$ cat src/design/cdiag_pkg.sv
// Constants, types and helpers of the cable diagnostic result register bank.
// Assumes a 32-bit AXI4-Lite slave where each register index is one aligned word.
package cdiag_pkg;

  // ----------------------------------------------------------------------
  // Bus geometry
  // ----------------------------------------------------------------------
  localparam int ADDR_W = 18;
  localparam int DATA_W = 32;
  localparam int IDX_W = 16;
  localparam int PAIRS = 3;
  localparam int WORD_W = 11;

  // ----------------------------------------------------------------------
  // Register indices; the byte address is four times the index
  // ----------------------------------------------------------------------
  localparam logic [IDX_W-1:0] IDX_RUN = 16'hBA1B;
  localparam logic [IDX_W-1:0] IDX_XPAIR = 16'hBA1C;
  localparam logic [IDX_W-1:0] IDX_RESULT0 = 16'hBA1D;
  localparam logic [IDX_W-1:0] IDX_RESULT1 = 16'hBA1E;
  localparam logic [IDX_W-1:0] IDX_RESULT2 = 16'hBA1F;
  localparam logic [IDX_W-1:0] IDX_IRQ_STATUS = 16'hBA30;
  localparam logic [IDX_W-1:0] IDX_IRQ_MASK = 16'hBA31;

  // ----------------------------------------------------------------------
  // Field positions
  // ----------------------------------------------------------------------
  localparam int BIT_RUN = 0;
  localparam int BIT_XPAIR_OFF = 0;
  localparam int BIT_FOREIGN = 10;
  localparam int BIT_MISMATCH = 6;
  localparam int BIT_SHORT = 2;
  localparam int BIT_OPEN = 1;
  localparam int BIT_GOOD = 0;
  localparam int IRQ_DONE = 0;
  localparam int IRQ_FAULT = 1;
  localparam int IRQ_W = 2;

  // Cross-short flags: bits 9..7 significant impedance, bits 5..3 plain short.
  localparam logic [WORD_W-1:0] CROSS_MASK = 11'h3B8;
  // Every flag that reports a fault, that is everything except good termination.
  localparam logic [WORD_W-1:0] FAULT_MASK = 11'h7FE;

  // ----------------------------------------------------------------------
  // Reset values and bus answers
  // ----------------------------------------------------------------------
  localparam logic RUN_RST = 1'b0;
  localparam logic XPAIR_RST = 1'b0;
  localparam logic [WORD_W-1:0] RESULT_RST = 11'h000;
  localparam logic [IRQ_W-1:0] IRQ_RST = 2'h0;
  localparam logic [1:0] RESP_OKAY = 2'h0;
  localparam logic [1:0] RESP_SLVERR = 2'h2;

  typedef logic [WORD_W-1:0] pair_word_t;
  typedef logic [PAIRS-1:0][WORD_W-1:0] result_set_t;
  typedef enum logic {ENG_IDLE, ENG_MEASURE} eng_state_t;

  // Removes the cross-pair flags when cross-pair checking is turned off.
  function automatic pair_word_t gate_cross(input pair_word_t w, input logic off);
    gate_cross = off ? (w & ~CROSS_MASK) : w;
  endfunction

  // Word index of a byte address.
  function automatic logic [IDX_W-1:0] byte_to_index(input logic [ADDR_W-1:0] a);
    byte_to_index = a[ADDR_W-1:2];
  endfunction

endpackage

$ cat src/design/regbus_if.sv
// Register access interface between the bus slave and the register file.
// Assumes one clock; all signals are meaningful in the cycle they are driven.
`timescale 1ns/10ps
interface regbus_if;
  import cdiag_pkg::*;
  logic wr_en;
  logic [IDX_W-1:0] wr_idx;
  logic [DATA_W-1:0] wr_data;
  logic [3:0] wr_strb;
  logic wr_hit;
  logic [IDX_W-1:0] rd_idx;
  logic [DATA_W-1:0] rd_data;
  logic rd_hit;

  modport slave (output wr_en, wr_idx, wr_data, wr_strb, rd_idx,
                 input wr_hit, rd_data, rd_hit);
  modport regs (input wr_en, wr_idx, wr_data, wr_strb, rd_idx,
                output wr_hit, rd_data, rd_hit);
endinterface

$ cat src/design/axil_slave.sv
// AXI4-Lite slave that turns bus transfers into single-cycle register accesses.
// Assumes the register file answers decode and read data combinationally.
`timescale 1ns/10ps
module axil_slave
  import cdiag_pkg::*;
(
  input wire logic clk,
  input wire logic rst_n,
  input wire logic awvalid,
  output logic awready,
  input wire logic [ADDR_W-1:0] awaddr,
  input wire logic wvalid,
  output logic wready,
  input wire logic [DATA_W-1:0] wdata,
  input wire logic [3:0] wstrb,
  output logic bvalid,
  input wire logic bready,
  output logic [1:0] bresp,
  input wire logic arvalid,
  output logic arready,
  input wire logic [ADDR_W-1:0] araddr,
  output logic rvalid,
  input wire logic rready,
  output logic [DATA_W-1:0] rdata,
  output logic [1:0] rresp,
  regbus_if.slave rb
);
  logic aw_held, next_aw_held, w_held, next_w_held;
  logic [IDX_W-1:0] aw_idx, next_aw_idx;
  logic [DATA_W-1:0] w_data, next_w_data;
  logic [3:0] w_strb, next_w_strb;
  logic next_awready, next_wready, next_bvalid, next_arready, next_rvalid;
  logic [1:0] next_bresp, next_rresp;
  logic [DATA_W-1:0] next_rdata;

  // ----------------------------------------------------------------------
  // Address and data are held apart, so they may arrive in either order
  // ----------------------------------------------------------------------
  always_comb
  begin
    next_aw_held = aw_held;
    next_aw_idx = aw_idx;
    next_w_held = w_held;
    next_w_data = w_data;
    next_w_strb = w_strb;
    next_bvalid = bvalid;
    next_bresp = bresp;
    next_rvalid = rvalid;
    next_rdata = rdata;
    next_rresp = rresp;
    rb.wr_en = aw_held && w_held && !bvalid;
    rb.wr_idx = aw_idx;
    rb.wr_data = w_data;
    rb.wr_strb = w_strb;
    rb.rd_idx = byte_to_index(araddr);
    if (awvalid && awready)
    begin
      next_aw_held = 1'b1;
      next_aw_idx = byte_to_index(awaddr);
    end
    if (wvalid && wready)
    begin
      next_w_held = 1'b1;
      next_w_data = wdata;
      next_w_strb = wstrb;
    end
    if (bvalid && bready)
      next_bvalid = 1'b0;
    if (rb.wr_en)
    begin
      next_aw_held = 1'b0;
      next_w_held = 1'b0;
      next_bvalid = 1'b1;
      next_bresp = rb.wr_hit ? RESP_OKAY : RESP_SLVERR;
    end
    if (rvalid && rready)
      next_rvalid = 1'b0;
    if (arvalid && arready)
    begin
      next_rvalid = 1'b1;
      next_rdata = rb.rd_data;
      next_rresp = rb.rd_hit ? RESP_OKAY : RESP_SLVERR;
    end
    next_awready = !next_aw_held && !next_bvalid;
    next_wready = !next_w_held && !next_bvalid;
    next_arready = !next_rvalid;
  end

  always_ff @(posedge clk or negedge rst_n)
  begin
    if (!rst_n)
    begin
      aw_held <= 1'b0;
      aw_idx <= '0;
      w_held <= 1'b0;
      w_data <= '0;
      w_strb <= '0;
      awready <= 1'b0;
      wready <= 1'b0;
      bvalid <= 1'b0;
      bresp <= RESP_OKAY;
      arready <= 1'b0;
      rvalid <= 1'b0;
      rdata <= '0;
      rresp <= RESP_OKAY;
    end
    else
    begin
      aw_held <= next_aw_held;
      aw_idx <= next_aw_idx;
      w_held <= next_w_held;
      w_data <= next_w_data;
      w_strb <= next_w_strb;
      awready <= next_awready;
      wready <= next_wready;
      bvalid <= next_bvalid;
      bresp <= next_bresp;
      arready <= next_arready;
      rvalid <= next_rvalid;
      rdata <= next_rdata;
      rresp <= next_rresp;
    end
  end
endmodule

$ cat src/design/diag_engine.sv
// Diagnostic run sequencer: starts a measurement and posts the per-pair flags.
// Assumes the analog front end answers each start with one done pulse and flags.
`timescale 1ns/10ps
module diag_engine
  import cdiag_pkg::*;
(
  input wire logic clk,
  input wire logic rst_n,
  input wire logic run_req,
  input wire logic xpair_off,
  output logic meas_start,
  input wire logic meas_done,
  input wire result_set_t meas_flags,
  output logic busy,
  output logic done,
  output logic fault,
  output logic xoff_run,
  output result_set_t result
);
  eng_state_t state, next_state;
  logic next_meas_start, next_done, next_fault, next_xoff_run;
  result_set_t next_result;

  always_comb
  begin
    next_state = state;
    next_meas_start = 1'b0;
    next_done = 1'b0;
    next_fault = 1'b0;
    next_xoff_run = xoff_run;
    next_result = result;
    case (state)
      ENG_IDLE:
      begin
        // The done guard keeps the still-set run bit from restarting a run.
        if (run_req && !done)
        begin
          next_state = ENG_MEASURE;
          next_meas_start = 1'b1;
          next_xoff_run = xpair_off;
          for (int p = 0; p < PAIRS; p++)
            next_result[p] = RESULT_RST;
        end
      end
      ENG_MEASURE:
      begin
        if (meas_done)
        begin
          next_state = ENG_IDLE;
          next_done = 1'b1;
          for (int p = 0; p < PAIRS; p++)
          begin
            next_result[p] = gate_cross(meas_flags[p], xoff_run);
            if ((next_result[p] & FAULT_MASK) != RESULT_RST)
              next_fault = 1'b1;
          end
        end
      end
      default:
        next_state = ENG_IDLE;
    endcase
  end

  always_ff @(posedge clk or negedge rst_n)
  begin
    if (!rst_n)
    begin
      state <= ENG_IDLE;
      meas_start <= 1'b0;
      done <= 1'b0;
      fault <= 1'b0;
      xoff_run <= XPAIR_RST;
      result <= '0;
      busy <= 1'b0;
    end
    else
    begin
      state <= next_state;
      meas_start <= next_meas_start;
      done <= next_done;
      fault <= next_fault;
      xoff_run <= next_xoff_run;
      result <= next_result;
      busy <= (next_state == ENG_MEASURE);
    end
  end
endmodule

$ cat src/design/cable_diag_result_regs.sv
// Top of the cable diagnostic result register bank with its run control.
// Assumes an AXI4-Lite master and an analog front end that reports per-pair flags.
`timescale 1ns/10ps

// Behaviour
// - Cross-pair off bit suppresses cross checks next run.
// - Cross-pair off bit resets to zero; upper bits zero.
// - Bit 10 flags foreign activity, pair busy.
// - Pair 0 bits 9/8/7 high-impedance toward 3/2/1.
// - Bit 6 flags significant impedance mismatch.
// - Pair 0 bits 5/4/3 cross short toward 3/2/1.
// - Bit 2 flags a short on the pair.
// - Bit 1 flags an open on the pair.
// - Bit 0 flags good termination.
// - Pair 1 cross bits name pairs 3, 2, 0.
// - Pair 2 cross bits name pairs 3, 1, 0.
// - Result words read only, reset zero, bits 15-11 zero.
// - Run bit starts a run and self-clears when done.
module cable_diag_result_regs
  import cdiag_pkg::*;
(
  input wire logic MCLK,
  input wire logic RST_N,
  input wire logic S_AXI_AWVALID,
  output logic S_AXI_AWREADY,
  input wire logic [cdiag_pkg::ADDR_W-1:0] S_AXI_AWADDR,
  input wire logic [2:0] S_AXI_AWPROT,
  input wire logic S_AXI_WVALID,
  output logic S_AXI_WREADY,
  input wire logic [cdiag_pkg::DATA_W-1:0] S_AXI_WDATA,
  input wire logic [3:0] S_AXI_WSTRB,
  output logic S_AXI_BVALID,
  input wire logic S_AXI_BREADY,
  output logic [1:0] S_AXI_BRESP,
  input wire logic S_AXI_ARVALID,
  output logic S_AXI_ARREADY,
  input wire logic [cdiag_pkg::ADDR_W-1:0] S_AXI_ARADDR,
  input wire logic [2:0] S_AXI_ARPROT,
  output logic S_AXI_RVALID,
  input wire logic S_AXI_RREADY,
  output logic [cdiag_pkg::DATA_W-1:0] S_AXI_RDATA,
  output logic [1:0] S_AXI_RRESP,
  output logic MEAS_START,
  input wire logic MEAS_DONE,
  input wire cdiag_pkg::result_set_t MEAS_FLAGS,
  output logic IRQ
);
  import cdiag_pkg::*;

  regbus_if rb ();

  logic run_bit, next_run_bit;
  logic xpair_off, next_xpair_off;
  logic [IRQ_W-1:0] irq_status, next_irq_status;
  logic [IRQ_W-1:0] irq_mask, next_irq_mask;
  logic next_irq;
  logic eng_busy, eng_done, eng_fault, eng_xoff;
  result_set_t eng_result;
  logic wr_lane0;
  logic [IRQ_W-1:0] irq_events;

  // ----------------------------------------------------------------------
  // Bus slave and diagnostic sequencer
  // ----------------------------------------------------------------------
  axil_slave i_axil_slave (
    .clk(MCLK),
    .rst_n(RST_N),
    .awvalid(S_AXI_AWVALID),
    .awready(S_AXI_AWREADY),
    .awaddr(S_AXI_AWADDR),
    .wvalid(S_AXI_WVALID),
    .wready(S_AXI_WREADY),
    .wdata(S_AXI_WDATA),
    .wstrb(S_AXI_WSTRB),
    .bvalid(S_AXI_BVALID),
    .bready(S_AXI_BREADY),
    .bresp(S_AXI_BRESP),
    .arvalid(S_AXI_ARVALID),
    .arready(S_AXI_ARREADY),
    .araddr(S_AXI_ARADDR),
    .rvalid(S_AXI_RVALID),
    .rready(S_AXI_RREADY),
    .rdata(S_AXI_RDATA),
    .rresp(S_AXI_RRESP),
    .rb(rb.slave)
  );

  diag_engine i_diag_engine (
    .clk(MCLK),
    .rst_n(RST_N),
    .run_req(run_bit),
    .xpair_off(xpair_off),
    .meas_start(MEAS_START),
    .meas_done(MEAS_DONE),
    .meas_flags(MEAS_FLAGS),
    .busy(eng_busy),
    .done(eng_done),
    .fault(eng_fault),
    .xoff_run(eng_xoff),
    .result(eng_result)
  );

  // ----------------------------------------------------------------------
  // Register writes, run control and interrupt status
  // ----------------------------------------------------------------------
  assign wr_lane0 = rb.wr_en && rb.wr_strb[0];
  assign irq_events = {eng_done && eng_fault, eng_done};

  always_comb
  begin
    next_run_bit = run_bit;
    next_xpair_off = xpair_off;
    next_irq_mask = irq_mask;
    next_irq_status = irq_status;
    rb.wr_hit = 1'b0;
    case (rb.wr_idx)
      IDX_RUN, IDX_XPAIR, IDX_RESULT0, IDX_RESULT1, IDX_RESULT2,
      IDX_IRQ_STATUS, IDX_IRQ_MASK:
        rb.wr_hit = 1'b1;
      default:
        rb.wr_hit = 1'b0;
    endcase
    // A written one starts a run; zeros are ignored so a run is never cut short.
    if (wr_lane0 && rb.wr_idx == IDX_RUN && rb.wr_data[BIT_RUN])
      next_run_bit = 1'b1;
    if (eng_done)
      next_run_bit = 1'b0;
    if (wr_lane0 && rb.wr_idx == IDX_XPAIR)
      next_xpair_off = rb.wr_data[BIT_XPAIR_OFF];
    if (wr_lane0 && rb.wr_idx == IDX_IRQ_MASK)
      next_irq_mask = rb.wr_data[IRQ_W-1:0];
    if (wr_lane0 && rb.wr_idx == IDX_IRQ_STATUS)
      next_irq_status = irq_status & ~rb.wr_data[IRQ_W-1:0];
    // A new event wins over a clear in the same cycle.
    next_irq_status = next_irq_status | irq_events;
    next_irq = |(next_irq_status & next_irq_mask);
  end

  always_ff @(posedge MCLK or negedge RST_N)
  begin
    if (!RST_N)
    begin
      run_bit <= RUN_RST;
      xpair_off <= XPAIR_RST;
      irq_status <= IRQ_RST;
      irq_mask <= IRQ_RST;
      IRQ <= 1'b0;
    end
    else
    begin
      run_bit <= next_run_bit;
      xpair_off <= next_xpair_off;
      irq_status <= next_irq_status;
      irq_mask <= next_irq_mask;
      IRQ <= next_irq;
    end
  end

  // ----------------------------------------------------------------------
  // Read decode; results are read only and unused bits read as zero
  // ----------------------------------------------------------------------
  always_comb
  begin
    rb.rd_data = '0;
    rb.rd_hit = 1'b1;
    case (rb.rd_idx)
      IDX_RUN: rb.rd_data[BIT_RUN] = run_bit;
      IDX_XPAIR: rb.rd_data[BIT_XPAIR_OFF] = xpair_off;
      IDX_RESULT0: rb.rd_data[WORD_W-1:0] = eng_result[0];
      IDX_RESULT1: rb.rd_data[WORD_W-1:0] = eng_result[1];
      IDX_RESULT2: rb.rd_data[WORD_W-1:0] = eng_result[2];
      IDX_IRQ_STATUS: rb.rd_data[IRQ_W-1:0] = irq_status;
      IDX_IRQ_MASK: rb.rd_data[IRQ_W-1:0] = irq_mask;
      default: rb.rd_hit = 1'b0;
    endcase
  end

  // ----------------------------------------------------------------------
  // Assertions
  // ----------------------------------------------------------------------
  logic capture;
  logic out_of_reset;
  assign capture = eng_busy && MEAS_DONE;

  always_ff @(posedge MCLK or negedge RST_N)
  begin
    if (!RST_N)
      out_of_reset <= 1'b0;
    else
      out_of_reset <= 1'b1;
  end

  property p_xpair_gate;
    @(posedge MCLK) disable iff (!RST_N)
      capture && eng_xoff |=> (eng_result[0] & CROSS_MASK) == RESULT_RST
        && (eng_result[1] & CROSS_MASK) == RESULT_RST
        && (eng_result[2] & CROSS_MASK) == RESULT_RST;
  endproperty
  a_xpair_gate: assert property (p_xpair_gate)
    else $error("Cross-pair flag posted while checking was off.");

  property p_reset_zero;
    @(posedge MCLK) disable iff (!RST_N)
      !out_of_reset |-> !xpair_off && !run_bit && eng_result == '0;
  endproperty
  a_reset_zero: assert property (p_reset_zero)
    else $error("Control or result not zero after reset.");

  property p_flag_bit(int b);
    @(posedge MCLK) disable iff (!RST_N)
      capture |=> eng_result[0][b] == $past(MEAS_FLAGS[0][b])
        && eng_result[1][b] == $past(MEAS_FLAGS[1][b])
        && eng_result[2][b] == $past(MEAS_FLAGS[2][b]);
  endproperty
  a_foreign: assert property (p_flag_bit(BIT_FOREIGN))
    else $error("Foreign activity flag not posted.");
  a_mismatch: assert property (p_flag_bit(BIT_MISMATCH))
    else $error("Impedance mismatch flag not posted.");
  a_short: assert property (p_flag_bit(BIT_SHORT))
    else $error("Short flag not posted.");
  a_open: assert property (p_flag_bit(BIT_OPEN))
    else $error("Open flag not posted.");
  a_good: assert property (p_flag_bit(BIT_GOOD))
    else $error("Good termination flag not posted.");

  property p_cross_pair(int p);
    @(posedge MCLK) disable iff (!RST_N)
      capture && !eng_xoff |=> (eng_result[p] & CROSS_MASK)
        == ($past(MEAS_FLAGS[p]) & CROSS_MASK);
  endproperty
  a_cross_p0: assert property (p_cross_pair(0))
    else $error("Pair 0 cross flags misplaced.");
  a_cross_p1: assert property (p_cross_pair(1))
    else $error("Pair 1 cross flags misplaced.");
  a_cross_p2: assert property (p_cross_pair(2))
    else $error("Pair 2 cross flags misplaced.");

  property p_result_read;
    @(posedge MCLK) disable iff (!RST_N)
      S_AXI_ARVALID && S_AXI_ARREADY && rb.rd_idx == IDX_RESULT0
        |=> S_AXI_RVALID && S_AXI_RDATA[DATA_W-1:WORD_W] == '0
          && S_AXI_RDATA[WORD_W-1:0] == $past(eng_result[0]);
  endproperty
  a_result_read: assert property (p_result_read)
    else $error("Result word read back wrong.");

  property p_run_start;
    @(posedge MCLK) disable iff (!RST_N)
      $rose(run_bit) |=> MEAS_START ##1 !MEAS_START;
  endproperty
  a_run_start: assert property (p_run_start)
    else $error("Run bit did not start one measurement.");

  property p_run_clear;
    @(posedge MCLK) disable iff (!RST_N)
      capture |=> eng_done ##1 !run_bit && !eng_busy;
  endproperty
  a_run_clear: assert property (p_run_clear)
    else $error("Run bit did not self-clear after the run.");

  property p_start_clear;
    @(posedge MCLK) disable iff (!RST_N)
      MEAS_START |-> eng_result == '0 && eng_busy;
  endproperty
  a_start_clear: assert property (p_start_clear)
    else $error("Results not cleared at run start.");

  property p_irq_level;
    @(posedge MCLK) disable iff (!RST_N)
      eng_done |=> irq_status[IRQ_DONE] && (IRQ == irq_mask[IRQ_DONE] || IRQ);
  endproperty
  a_irq_level: assert property (p_irq_level)
    else $error("Run completion did not reach the interrupt.");

  property p_irq_out;
    @(posedge MCLK) disable iff (!RST_N)
      IRQ == |(irq_status & irq_mask);
  endproperty
  a_irq_out: assert property (p_irq_out)
    else $error("Interrupt output does not follow status and mask.");

  property p_xpair_read;
    @(posedge MCLK) disable iff (!RST_N)
      S_AXI_ARVALID && S_AXI_ARREADY && rb.rd_idx == IDX_XPAIR
        |=> S_AXI_RDATA[DATA_W-1:1] == '0 && S_AXI_RDATA[0] == $past(xpair_off);
  endproperty
  a_xpair_read: assert property (p_xpair_read)
    else $error("Cross-pair control read back wrong.");

  property p_run_hold;
    @(posedge MCLK) disable iff (!RST_N)
      eng_busy |-> run_bit;
  endproperty
  a_run_hold: assert property (p_run_hold)
    else $error("Run bit cleared while a run was busy.");

  property p_result_hold;
    @(posedge MCLK) disable iff (!RST_N)
      !eng_busy |=> $stable(eng_result) || MEAS_START;
  endproperty
  a_result_hold: assert property (p_result_hold)
    else $error("Results changed outside a run.");

  c_run: cover property (@(posedge MCLK) disable iff (!RST_N) eng_done);
  c_xoff_run: cover property (@(posedge MCLK) disable iff (!RST_N) capture && eng_xoff);
  c_fault_irq: cover property (@(posedge MCLK) disable iff (!RST_N)
    irq_status[IRQ_FAULT] && IRQ);
  c_stray: cover property (@(posedge MCLK) disable iff (!RST_N) MEAS_DONE && !eng_busy);
  c_irq_clear: cover property (@(posedge MCLK) disable iff (!RST_N) IRQ ##1 !IRQ);
endmodule

$ cat config.mk
export PLATFORM = sky130hd
export DESIGN_NAME = cable_diag_result_regs
export DESIGN_NICKNAME = d
export VERILOG_FILES = /design/src/design/cdiag_pkg.sv /design/src/design/regbus_if.sv /design/src/design/axil_slave.sv /design/src/design/diag_engine.sv /design/src/design/cable_diag_result_regs.sv
export SDC_FILE = /design/constraint.sdc
export NUM_CORES = 1
export LEC_CHECK = 0
export BUFFER_PORTS_ARGS = -buffer_cell sky130_fd_sc_hd__buf_2
export CORE_MARGIN = 3
export CORE_UTILIZATION = 52
export DETAILED_ROUTE_END_ITERATION = 16
export PLACE_DENSITY_LB_ADDON = 0.1
export SYNTH_ARGS = -nofsm -noshare
export SYNTH_HDL_FRONTEND = slang
export SYNTH_SLANG_ARGS = --single-unit
$ cat constraint.sdc
create_clock -name MCLK -period 5.4 [get_ports MCLK]
set_clock_uncertainty 0.15 [all_clocks]
set_input_delay 0.54 -clock MCLK [delete_from_list [all_inputs] [get_ports MCLK]]
set_output_delay 0.54 -clock MCLK [all_outputs]
set_load 0.005 [all_outputs]
== Yosys cells after proc, flatten, opt, wreduce, memory -nomap -nowiden ==
Cells that the tools add are included.

* Eq/ne operators: 16
* Bitwise logic cells: 5
* Multiplexer cells: 36
* Reduce and logical (&&, ||, !) cells: 32

{| class="wikitable"
|+ Operators by type and width
! kind !! number
|-
| $eq 16x16->1 const B || 14
|-
| $mux 33 || 2
|-
| $pmux 33 s2 || 1
|-
| $reduce_bool 11->1 || 3
|-
| $mux 10 || 3
|-
| $pmux 9 s3 || 1
|-
| $mux 1 || 22
|-
| $logic_and 1x1->1 || 17
|-
| $reduce_or 7->1 || 2
|-
| $mux 2 || 4
|-
| $pmux 1 s7 || 1
|-
| $logic_not 1->1 || 6
|-
| $pmux 1 s5 || 1
|-
| $and 2x2->2 || 2
|-
| $reduce_and 2->1 || 2
|-
| $ne 2x1->1 const B || 1
|-
| $ne 2x2->1 const B || 1
|-
| $not 2->2 || 1
|-
| $or 2x2->2 || 1
|-
| $pmux 1 s2 || 1
|-
| $reduce_bool 2->1 || 1
|-
| $reduce_or 2->1 || 1
|-
| $not 1->1 || 1
|}

* Output and inout port bits: 43
* Flip-flop bits (word level): 86

== Depth between registers and ports, before layout ==
Gate-level depths: netlist of run 1.

* Depth in word-level cells: 8
* Depth in mapped cells: 6
* Gate-level depth less buffers: 5

== Modules after synthesis ==
Synthesis of run 1 repeated with hierarchy kept, for this count alone.

* Cells, all modules: 448
* Area total of the unflattened synthesis: 5970.7 um^2

{| class="wikitable"
|+ Modules (own cells, without submodules)
! module !! cells an instance !! instances !! area an instance (um^2) !! sequential area each (um^2)
|-
| axil_slave || 224 || 1 || 3658.5 || 2327.2
|-
| diag_engine || 130 || 1 || 1487.7 || 950.9
|-
| cable_diag_result_regs || 94 || 1 || 824.5 || 175.2
|}

== Worst setup path before layout of run 1 ==
OpenSTA, ideal clock, no wires.

* Path type: input to register
* Start point: input port MEAS_FLAGS[19] (netlist name)
* End point: register i_diag_engine.fault
* Stages: 4
* Data required time: 5.118 ns
* Data arrival time: 1.483 ns
* Setup slack: 3.635 ns
* Path buffers: 0
* Cells stage by stage: or4_1 > nor4_1 > o2111a_1 > nor2_1

* Longest elaborated chain between the ends: 6

{| class="wikitable"
|+ RTL lines
! what !! line !! RTL
|-
| start: declaration || cable_diag_result_regs.sv:45 || <nowiki>input wire cdiag_pkg::result_set_t MEAS_FLAGS,</nowiki>
|-
| $mux 10 || cdiag_pkg.sv:60 || <nowiki>gate_cross = off ? (w & ~CROSS_MASK) : w;</nowiki>
|-
| $reduce_bool 11->1 || diag_engine.sv:54 || <nowiki>if ((next_result[p] & FAULT_MASK) != RESULT_RST)</nowiki>
|-
| $mux 1 (2 in a row) || diag_engine.sv:54 ||
|-
| $mux 1 || diag_engine.sv:47 || <nowiki>if (meas_done)</nowiki>
|-
| $mux 1 || diag_engine.sv:32 || <nowiki>case (state)</nowiki>
|-
| via i_diag_engine.next_fault || diag_engine.sv:21 || <nowiki>logic next_meas_start, next_done, next_fault, next_xoff_run;</nowiki>
|-
| end signal: assignment || diag_engine.sv:81 || <nowiki>fault <= next_fault;</nowiki>
|-
| end: declaration || diag_engine.sv:16 || <nowiki>output logic fault,</nowiki>
|}

The timed path passes the listed nets, and every way through them passes these cells.
A chain may end at the register's enable or synchronous reset.

== Worst setup path after layout of run 1 ==
* Start point: register i_diag_engine.state
* End point: register i_diag_engine.result[30] (netlist name)

* Longest elaborated chain between the ends: 3

{| class="wikitable"
|+ RTL lines
! what !! line !! RTL
|-
| start: declaration || diag_engine.sv:20 || <nowiki>eng_state_t state, next_state;</nowiki>
|-
| start signal: assignment || diag_engine.sv:78 || <nowiki>state <= next_state;</nowiki>
|-
| $not 1->1 (no source line) || -- ||
|-
| $ne 2x1->1 (no source line) || -- ||
|-
| $reduce_and 2->1 (no source line) || -- ||
|-
| end signal: assignment || diag_engine.sv:83 || <nowiki>result <= next_result;</nowiki>
|-
| end: declaration || diag_engine.sv:18 || <nowiki>output result_set_t result</nowiki>
|}

Several ways; a longest one is shown, not always the timed one.

==> impl_metrics.json, run 1 <==
{
  "status": "completed",
  "seq_power_share_pct": 52.4,
  "clkTransAtPathRegs_ps": 80,
  "cp.arrival_ps": 2520,
  "ant_nets": 0,
  "finalHoldViolations": 0,
  "r2r_start": "i_diag_engine.state",
  "std_cell_rows": 30,
  "worst_path_largest_cell_delay_ps": 730,
  "yosysTopAreaCell": "dfrtp_1",
  "ys_top_cells_by_count": "84 x dfrtp_1, 48 x nand2_1, 35 x mux2_2, 23 x buf_4, 21 x a22o_1",
  "drt-initial-drc-count": 165,
  "crit_chain": "nand2_2, clkinv_1, nor2_2, a22o_1",
  "nFillCells": 613,
  "cts_max_level": 3,
  "swShare_pct": 26.2,
  "cp-start-kind": "flop",
  "antenna_cells": 0,
  "core-area_sq_mm": 0.00698,
  "pwr-share-clk_pct": 29.5,
  "dr.pass1.iters": 5,
  "grt_pass1_vias": 2769,
  "p_leak_uw": 0.00216,
  "p_sw_uw": 418,
  "slowest_stage": "nor2_2",
  "p_int_uw": 1180,
  "cts_hold_buf": 0,
  "hold_class": "in -> async",
  "sequential_cell_area_sq_mm": 0.00210,
  "multiInputGateArea_sq_mm": 0.00156,
  "nets": 547,
  "finalCritPeriodShare_pct": 44.1,
  "worst_pin_slew_ps": 1190,
  "relSlewSlack_pct": 20.6,
  "portBuffers": 95,
  "holdWs_ps": 229,
  "overflow": 0,
  "ys_top_cells_by_area": "dfrtp_1 55%, mux2_2 10%, a22o_1 4.8%",
  "synthArstFlopShare_pct": 100,
  "numCtsBuffers": 9,
  "yosysUniqueCellTypes": 45,
  "grtUsageMet1_pct": 26.7,
  "endpoint_kind": "flop",
  "p_per_area_mw_per_mm2": 356,
  "ioPinCount": 162,
  "grt_max_degree": 85,
  "vias": 2814,
  "critPathLaunch": "i_diag_engine.state",
  "routedWlPerCell_um": 15.1,
  "grt-busiest-layer": "met2",
  "ys_warn_count": 0,
  "drcViolationCount": 0,
  "p_comb_share_pct": 18.1,
  "syn-cell-area_sq_mm": 0.00383,
  "cts_setup_buffers": 0,
  "period_needed_ps": 2380,
  "root_buffer": "clkbuf_8",
  "netlist.area_leader.share_pct": 54.9,
  "wl_um": 7970,
  "start_util_pct": 54.8,
  "synth_flop_cell": "dfrtp_1",
  "crit_type": "reg -> reg",
  "setup_tns_ps": 0,
  "cts_sinks": 84,
  "rsz0062_at_grt": "false",
  "syn_inst": 336,
  "ys_ff_latch": 84,
  "die_w_um": 91.8,
  "met2_usage_pct": 31.6,
  "slew_viol_final": 0,
  "cts_buffer_depth": 2,
  "synth_edf_count": 0,
  "antenna_found_initial": 0,
  "yosys.cell_count.top_type": "dfrtp_1",
  "grt_pass1_wl_um": 13200,
  "grt_usage_pct": 19.7,
  "layout-drive-gt1-share_pct": 37.3,
  "area_growth_pct": 17.2,
  "yosysSeqAreaShare_pct": 54.9,
  "tritoncts": "yes",
  "vdd_drop_max_mv": 0.259,
  "drv_cap": 0,
  "finalSetupViolCount": 0,
  "critical_path_required_ps": 5530,
  "grtUsageMet3_pct": 3.69,
  "die_area_sq_mm": 0.00843,
  "via_per_inst": 5.33,
  "clock_latency_ps": 350,
  "die-height_um": 91.8,
  "gp_congestion": 0.836,
  "dp_slack_ps": 2760,
  "avgSynthCellArea_sq_um": 11.4,
  "fmax_mhz": 420,
  "cts_resized": 0,
  "path_max_fanout": 18,
  "dpl.hpwl_um": 5710,
  "fin_ws_ps": 3020
}
[metal layers]
layer	routed length, um	up-vias
met3	539	4
met4	46	0
met5	0	-
met2	3970	96
li1	-	1343
met1	3410	1371
[flip-flops by register name, summed over array words and instances (netlist names), 2 cells and up]
register and flops:
i_diag_engine.result 33, i_axil_slave.rb.wr_idx 16, i_axil_slave.rdata 11, i_axil_slave.rb.wr_data 2
irq_mask 2, irq_status 2
[worst max-delay path, delay by kind of cell (launching register included)]
family / cells / cell delay (ps)
AO/OA/AOI/OAI: 1 / 260
flip-flops: 1 / 390
AND/OR/NAND/NOR: 2 / 1010
buffers and inverters: 1 / 510
[cells in the final DEF, fill, tap and decap left out, drive strengths merged, types with 3 or more instances in the layout]
cell    netlist  routed
a21oi         6       6
a22o         21      21
a22oi         9       9
and4bb        3       3
buf          30      95
clkbuf        6      10
clkinv        1       3
conb          1      23
dfrtp        84      84
inv           5       5
mux2         35      35
nand2        49      49
nand3         8       8
nor2         10      10
nor2b         5       5
nor3b         3       3
nor4          7       7
o21ai        29      29
[metrics by stage]
| step | util [%] | instances | total power (uW) | cell area, sq um |
|---|---|---|---|---|
| 2_1_floorplan | - | 358 | 1050 | 3910 |
| 3_3_place_gp | 61.3 | 513 | 1130 | 4280 |
| 3_5_place_dp | 61.3 | 513 | 1140 | 4280 |
| 4_1_cts | 64.2 | 528 | 1610 | 4490 |
| 5_1_grt | 64.2 | 528 | 1690 | 4490 |
| 6_report | 64.2 | 528 | 1600 | 4490 |
[power by group through the flow]
stage	registers [uW]	clock network, uW	logic (uW)
detailed placement	849	0	294
CTS	837	481	295
global route	856	510	329
floorplan	824	0	221
finish	837	471	290
global placement	842	0	285
[layout make-up]
class / count / area share [%]
inverter: 6 / 0.502
tap: 96 / 2.68
multi-input combinational: 232 / 34.7
clock buffer: 10 / 2.85
clock inverter: 5 / 1.73
timing repair buffer: 95 / 10.7
sequential: 84 / 46.9
[final timing paths]
path / slack (ps) / cells after the start / end
max in group asynchronous: 4240 / 1 / i_axil_slave.rb.wr_idx[6]
hold reg to reg: 330 / 2 / i_axil_slave.rdata[9]
setup / recovery: 3020 / 4 / i_diag_engine.result[30]
min in group MCLK: 240 / 2 / i_diag_engine.state
hold / removal: 230 / 1 / i_diag_engine.result[6]
setup reg to reg: 3020 / 4 / i_diag_engine.result[30]
[cells by family (layout without fill, tap and decap cells)]
group	Yosys count	in the layout	synth area share (%)
flip-flops	84	84	54.9
other	1	23	0.0979
AO/OA/AOI/OAI	70	70	12.3
AND/OR/NAND/NOR	102	102	15.3
multiplexers	37	37	10.8
buffers and inverters	42	116	6.57
Power figures use the tool's default switching activity.
==> run 2: changes to the inputs <==
Settings changed: ABC_AREA set to 1, CORE_UTILIZATION 52 to 49.
Clock period 5.4 ns to 2.46 ns, I/O delays scaled along.
==> run 2 against run 1 <==
Sequential power up 140%. Synthesized area up 7.3%. Worst hold slack worse by 210 ps. Largest power group unchanged. Clock power up 110%. Fmax up 47%. Critical path depth up 2. Sequential share of layout area down 5.6 points. Flip-flop and latch count unchanged. Via count up 29%. Clock-buffer cell count unchanged. Worst setup slack worse by 2200 ps.
==> impl_metrics.json, run 2 <==
{
  "ys_ff_latch": 84,
  "largest_reg_flops": 33,
  "drt-initial-drc-count": 162,
  "grt_pass1_wl_um": 16300,
  "cts_buffer_depth": 2,
  "dr.pass1.iters": 7,
  "place_inst": 701,
  "grt_usage_pct": 20.7,
  "cp.arrival_ps": 1720,
  "p_leak_uw": 0.00274,
  "final_cells": 748,
  "portBuffers": 95,
  "synthXorXnorAreaFrac_pct": 0,
  "area_growth_pct": 23.9,
  "final_cell_mix": "163 x nand2_1, 94 x buf_2, 84 x dfrtp_1",
  "rsz0062_at_grt": "false",
  "grt_pass1_vias": 3621,
  "clkTransAtPathRegs_ps": 100,
  "cts_sinks": 84,
  "p_per_area_mw_per_mm2": 759,
  "die-height_um": 97.6,
  "cp-start-kind": "flop",
  "p_int_uw": 2610,
  "reg2reg_to": "i_diag_engine.result[1]",
  "whs_endpoint": "i_diag_engine.result[10]",
  "worst_pin_slew_ps": 759,
  "clock_latency_ps": 340,
  "antenna_found_initial": 0,
  "rrSetupSlack_ps": 840,
  "pwr-share-clk_pct": 25.8,
  "yosysUniqueCellTypes": 27,
  "period_needed_ps": 1620,
  "synth_top_family_by_area": "simple AND/OR/NAND/NOR gates",
  "std_cell_rows": 32,
  "start_util_pct": 51.8,
  "avgSynthCellArea_sq_um": 7.96,
  "core-area_sq_mm": 0.00793,
  "overflow": 0,
  "ys_warn_count": 0,
  "nets": 760,
  "yosysSeqAreaShare_pct": 51.2,
  "antenna_cells": 0,
  "via_per_inst": 4.85,
  "path_max_fanout": 32,
  "p_comb_share_pct": 22.2,
  "drv_cap": 0,
  "gp_congestion": 0.846,
  "swShare_pct": 32.3,
  "ant_nets": 0,
  "min_path_cells": 3,
  "netlist.area_leader.share_pct": 51.2,
  "numCtsBuffers": 9,
  "synthMuxAreaShare_pct": 0,
  "root_buffer": "clkbuf_8",
  "seq_power_share_pct": 52.0,
  "reg2regPathDepth": 6,
  "finalSetupViolCount": 0,
  "fmax_mhz": 616,
  "yosysTopAreaCell": "dfrtp_1",
  "synth_edf_count": 0,
  "grt_max_degree": 61,
  "setup_tns_ps": 0,
  "finalPower_uw": 3860,
  "synthSimpleGateAreaFrac_pct": 30.7,
  "ys_top_cells_by_area": "dfrtp_1 51%, nand2_1 15%, nand3_1 7.1%",
  "p_sw_uw": 1250,
  "regMostFlops": "i_diag_engine.result",
  "layout-drive-gt1-share_pct": 23.5,
  "synthAdderAreaFrac_pct": 0,
  "tritoncts": "yes",
  "finalHoldViolations": 0,
  "dpl.hpwl_um": 6750,
  "syn-cell-area_sq_mm": 0.00411,
  "wl_um": 9420,
  "status": "completed",
  "vdd_drop_max_mv": 0.509,
  "critical_path_required_ps": 2560,
  "slew_viol_final": 0,
  "die_area_sq_mm": 0.00952,
  "layout_commonest_cell": "nand2_1",
  "ioPinCount": 162,
  "endpoint_kind": "flop",
  "die_w_um": 97.6,
  "vias": 3631,
  "drcViolationCount": 0,
  "dp_slack_ps": 837,
  "crit_type": "reg -> reg",
  "hold_class": "in -> reg",
  "r2r_start": "i_diag_engine.done",
  "synth_compound_area_share_pct": 7.31,
  "relSlewSlack_pct": 49.4,
  "synthArstFlopShare_pct": 100,
  "finalCritPeriodShare_pct": 65.9,
  "min_from": "MEAS_FLAGS[10]",
  "synth_flop_cell": "dfrtp_1",
  "yosys.cell_count.top_type": "nand2_1",
  "syn_inst": 516,
  "routedWlPerCell_um": 12.6,
  "fin_ws_ps": 838,
  "ys_top_cells_by_count": "163 x nand2_1, 84 x dfrtp_1, 58 x nand3_1, 36 x inv_1, 33 x o21ai_1",
  "cts_setup_buffers": 0,
  "cts_max_level": 3
}
-- run 2: area by class of cell --
type | instances | area (sq um)
clock inverter | 6 | 71.3
sequential | 84 | 2100
fill | 682 | 2840
timing repair buffer | 130 | 818
clock buffer | 10 | 128
tap | 102 | 128
inverter | 52 | 196
multi-input combinational | 364 | 1650
-- run 2: power by group through the flow --
stage / sequential (uW) / combinational, uW / clock, uW
4_1_cts: 2000 / 867 / 1010
2_1_floorplan: 1980 / 600 / 0
3_5_place_dp: 2030 / 824 / 0
5_1_grt: 2060 / 1000 / 1070
6_report: 2010 / 858 / 997
3_3_place_gp: 2010 / 795 / 0
-- run 2: per-layer routing --
layer | global-route usage [%] | up-vias | share of wire (%)
met5 | 0 | - | 0
met4 | 5.22 | 0 | 0.93
met3 | 4.67 | 8 | 6.9
met2 | 34.2 | 125 | 47
met1 | 27.7 | 1643 | 45
li1 | - | 1855 | -
-- run 2: worst max-delay path, cell delays in order, from the launching register on --
cell,delay (ps)
dfrtp_1,390
inv_2,60
nand2_1,110
nor2_2,80
inv_2,420
nand2_1,130
o21ai_0,200
-- run 2: logic make-up (layout without fill, tap and decap cells) --
group           Yosys count  after routing
other cells               1             23
buf+inv                  90            198
compound gates           57             57
simple gates            284            284
flops                    84             84
-- run 2: worst max path at each step --
| stage | endpoint | from |
|---|---|---|
| 2_1_floorplan | IRQ | i_axil_slave.bvalid |
| 3_3_place_gp | i_axil_slave.rdata[8] | S_AXI_ARADDR[16] |
| 3_5_place_dp | i_diag_engine.result[1] | i_diag_engine.done |
| 4_1_cts | i_diag_engine.result[1] | i_diag_engine.done |
| 5_1_grt | IRQ | i_axil_slave.rb.wr_idx[0] |
| 6_report | i_diag_engine.result[1] | i_diag_engine.done |
-- run 2: through the flow --
step                      hold slack, ps  util, %  cell area, sq um
after CTS                           2.26     64.2              5090
after detailed placement             220     57.8              4580
after floorplan                     -200        -              4190
after global routing                17.8     64.2              5090
final                               18.0     64.2              5090
after global placement               219     57.8              4580
-- run 2: what timing repair did --
item                                   4_1_cts  5_1_grt
endpoints found under the hold margin       88        0
gates resized for setup                      0        0
hold buffers                                31        0
==> run 3: changes to the inputs <==
Settings changed: CORE_UTILIZATION 49 to 44.
Clock period 2.46 ns to 1.4 ns, I/O delays scaled along.
==> run 3 against run 2 <==
The run now ends with negative setup slack left. Worst hold slack worse by 4.9 ps. Fmax up 7.7%. First-iteration DRC count shrank 14%. Largest power group unchanged.
==> impl_metrics.json, run 3 (synthesis results as in run 2) <==
{
  "status": "finished with violations",
  "violations": "negative setup slack",
  "cts_sinks": 84,
  "p_per_area_mw_per_mm2": 1260,
  "p_sw_uw": 2340,
  "layout-drive-gt1-share_pct": 29.0,
  "largest_reg_flops": 33,
  "clock_latency_ps": 360,
  "root_buffer": "clkbuf_8",
  "gp_congestion": 0.802,
  "cts_buffer_depth": 2,
  "grt_max_degree": 37,
  "final_cell_mix": "158 x nand2_1, 94 x buf_2, 84 x dfrtp_1",
  "rsz0062_at_grt": "true",
  "period_needed_ps": 1510,
  "dp_slack_ps": -45.6,
  "fmax_mhz": 664,
  "via_per_inst": 4.83,
  "place_inst": 731,
  "drt-initial-drc-count": 140,
  "die_w_um": 103,
  "dr.pass1.iters": 4,
  "path_max_fanout": 5,
  "std_cell_rows": 34,
  "numCtsBuffers": 9,
  "grt_pass1_vias": 3836,
  "hold_class": "in -> reg",
  "final_cells": 807,
  "vdd_drop_max_mv": 0.748,
  "p_leak_uw": 0.00304,
  "holdWs_ps": 13.1,
  "vias": 3894,
  "drcViolationCount": 0,
  "slew_viol_final": 0,
  "nets": 813,
  "wl_um": 10600,
  "die_area_sq_mm": 0.0105,
  "tritoncts": "yes",
  "finalSetupViolCount": 4,
  "finalHoldViolations": 0,
  "regMostFlops": "i_diag_engine.result",
  "fin_ws_ps": -107,
  "cp.arrival_ps": 1610,
  "die-height_um": 103,
  "pwr-share-clk_pct": 24.2,
  "setup_tns_ps": -197,
  "ioPinCount": 162,
  "p_int_uw": 4960,
  "cp-start-kind": "flop",
  "cts_max_level": 3,
  "finalCritPeriodShare_pct": 108,
  "portBuffers": 95,
  "ant_nets": 0,
  "p_comb_share_pct": 27.3,
  "endpoint_kind": "flop",
  "drv_cap": 0,
  "overflow": 0,
  "nFillCells": 754,
  "antenna_found_initial": 1,
  "grt_usage_pct": 20.5,
  "antenna_cells": 0,
  "critical_path_required_ps": 1510,
  "core-area_sq_mm": 0.00889,
  "clkTransAtPathRegs_ps": 90,
  "finalPower_uw": 7300,
  "crit_type": "reg -> reg",
  "layout_commonest_cell": "nand2_1",
  "seq_power_share_pct": 48.5,
  "swShare_pct": 32.0,
  "grt_pass1_wl_um": 17100,
  "dpl.hpwl_um": 7070,
  "area_growth_pct": 40.5,
  "routedWlPerCell_um": 13.1,
  "start_util_pct": 46.2
}
==> run 3: metal layers <==
layer	vias up	GRT usage, %	share of wire [%]
met1	1772	26.1	43
met5	-	0	0.066
met4	2	8.88	2.9
met2	132	34.3	49
li1	1959	-	-
met3	29	3.52	5.6
==> run 3: path summary, 6_finish.rpt <==
path                            slack, ps  cells past startpoint                        from                        end
worst min-delay path                   10                      4               S_AXI_AWVALID  i_axil_slave.rb.wr_idx[3]
max in group asynchronous             530                      3                       RST_N    i_diag_engine.result[9]
worst max register to register       -110                      8  i_axil_slave.rb.wr_idx[14]                        IRQ
worst min register to register        330                      2      i_axil_slave.rdata[10]     i_axil_slave.rdata[10]
min in group asynchronous              80                      2                       RST_N   i_diag_engine.result[22]
worst max-delay path                 -110                      8  i_axil_slave.rb.wr_idx[14]                        IRQ
==> run 3: metrics by stage <==
stage | utilization [%] | area [sq um]
2_1_floorplan | - | 4190
3_3_place_gp | 54.8 | 4870
3_5_place_dp | 54.8 | 4870
4_1_cts | 63.8 | 5680
5_1_grt | 64.9 | 5770
6_report | 64.9 | 5770
==> run 3: area by class of cell <==
cell class / count / area [sq um] / area share [%]
clock inverters: 6 / 63.8 / 1.11
flip-flops and latches: 84 / 2100 / 36.4
multi-input cells: 364 / 1740 / 30.1
repair buffers: 183 / 1400 / 24.2
clock buffers: 10 / 138 / 2.38
well taps: 108 / 135 / 2.34
inverters: 52 / 205 / 3.55
==> run 3: timing repair <==
action	4_1_cts	5_1_grt
hold buffers	56	0
resized for setup	11	18
pin swaps	3	6
cloned	0	0
setup endpoints to repair	3	32
buffers inserted	0	4
endpoints found under the hold margin	141	0
==> run 3: power by group through the flow <==
| stage | registers [uW] | clock network, uW | logic [uW] |
|---|---|---|---|
| after floorplan | 3480 | 0 | 1050 |
| after global placement | 3540 | 0 | 1690 |
| after detailed placement | 3560 | 0 | 1750 |
| after CTS | 3520 | 1790 | 1910 |
| after global routing | 3620 | 1870 | 2270 |
| final | 3540 | 1760 | 1990 |
==> run 3: critical path, cell delays in order, from the launching register on <==
cell	delay, ps
dfrtp_1	410
nor2_2	120
nand3_2	80
nor2_4	230
nand3_2	120
nor2_1	110
nor2_1	70
nand2_1	70
nand2_1	50
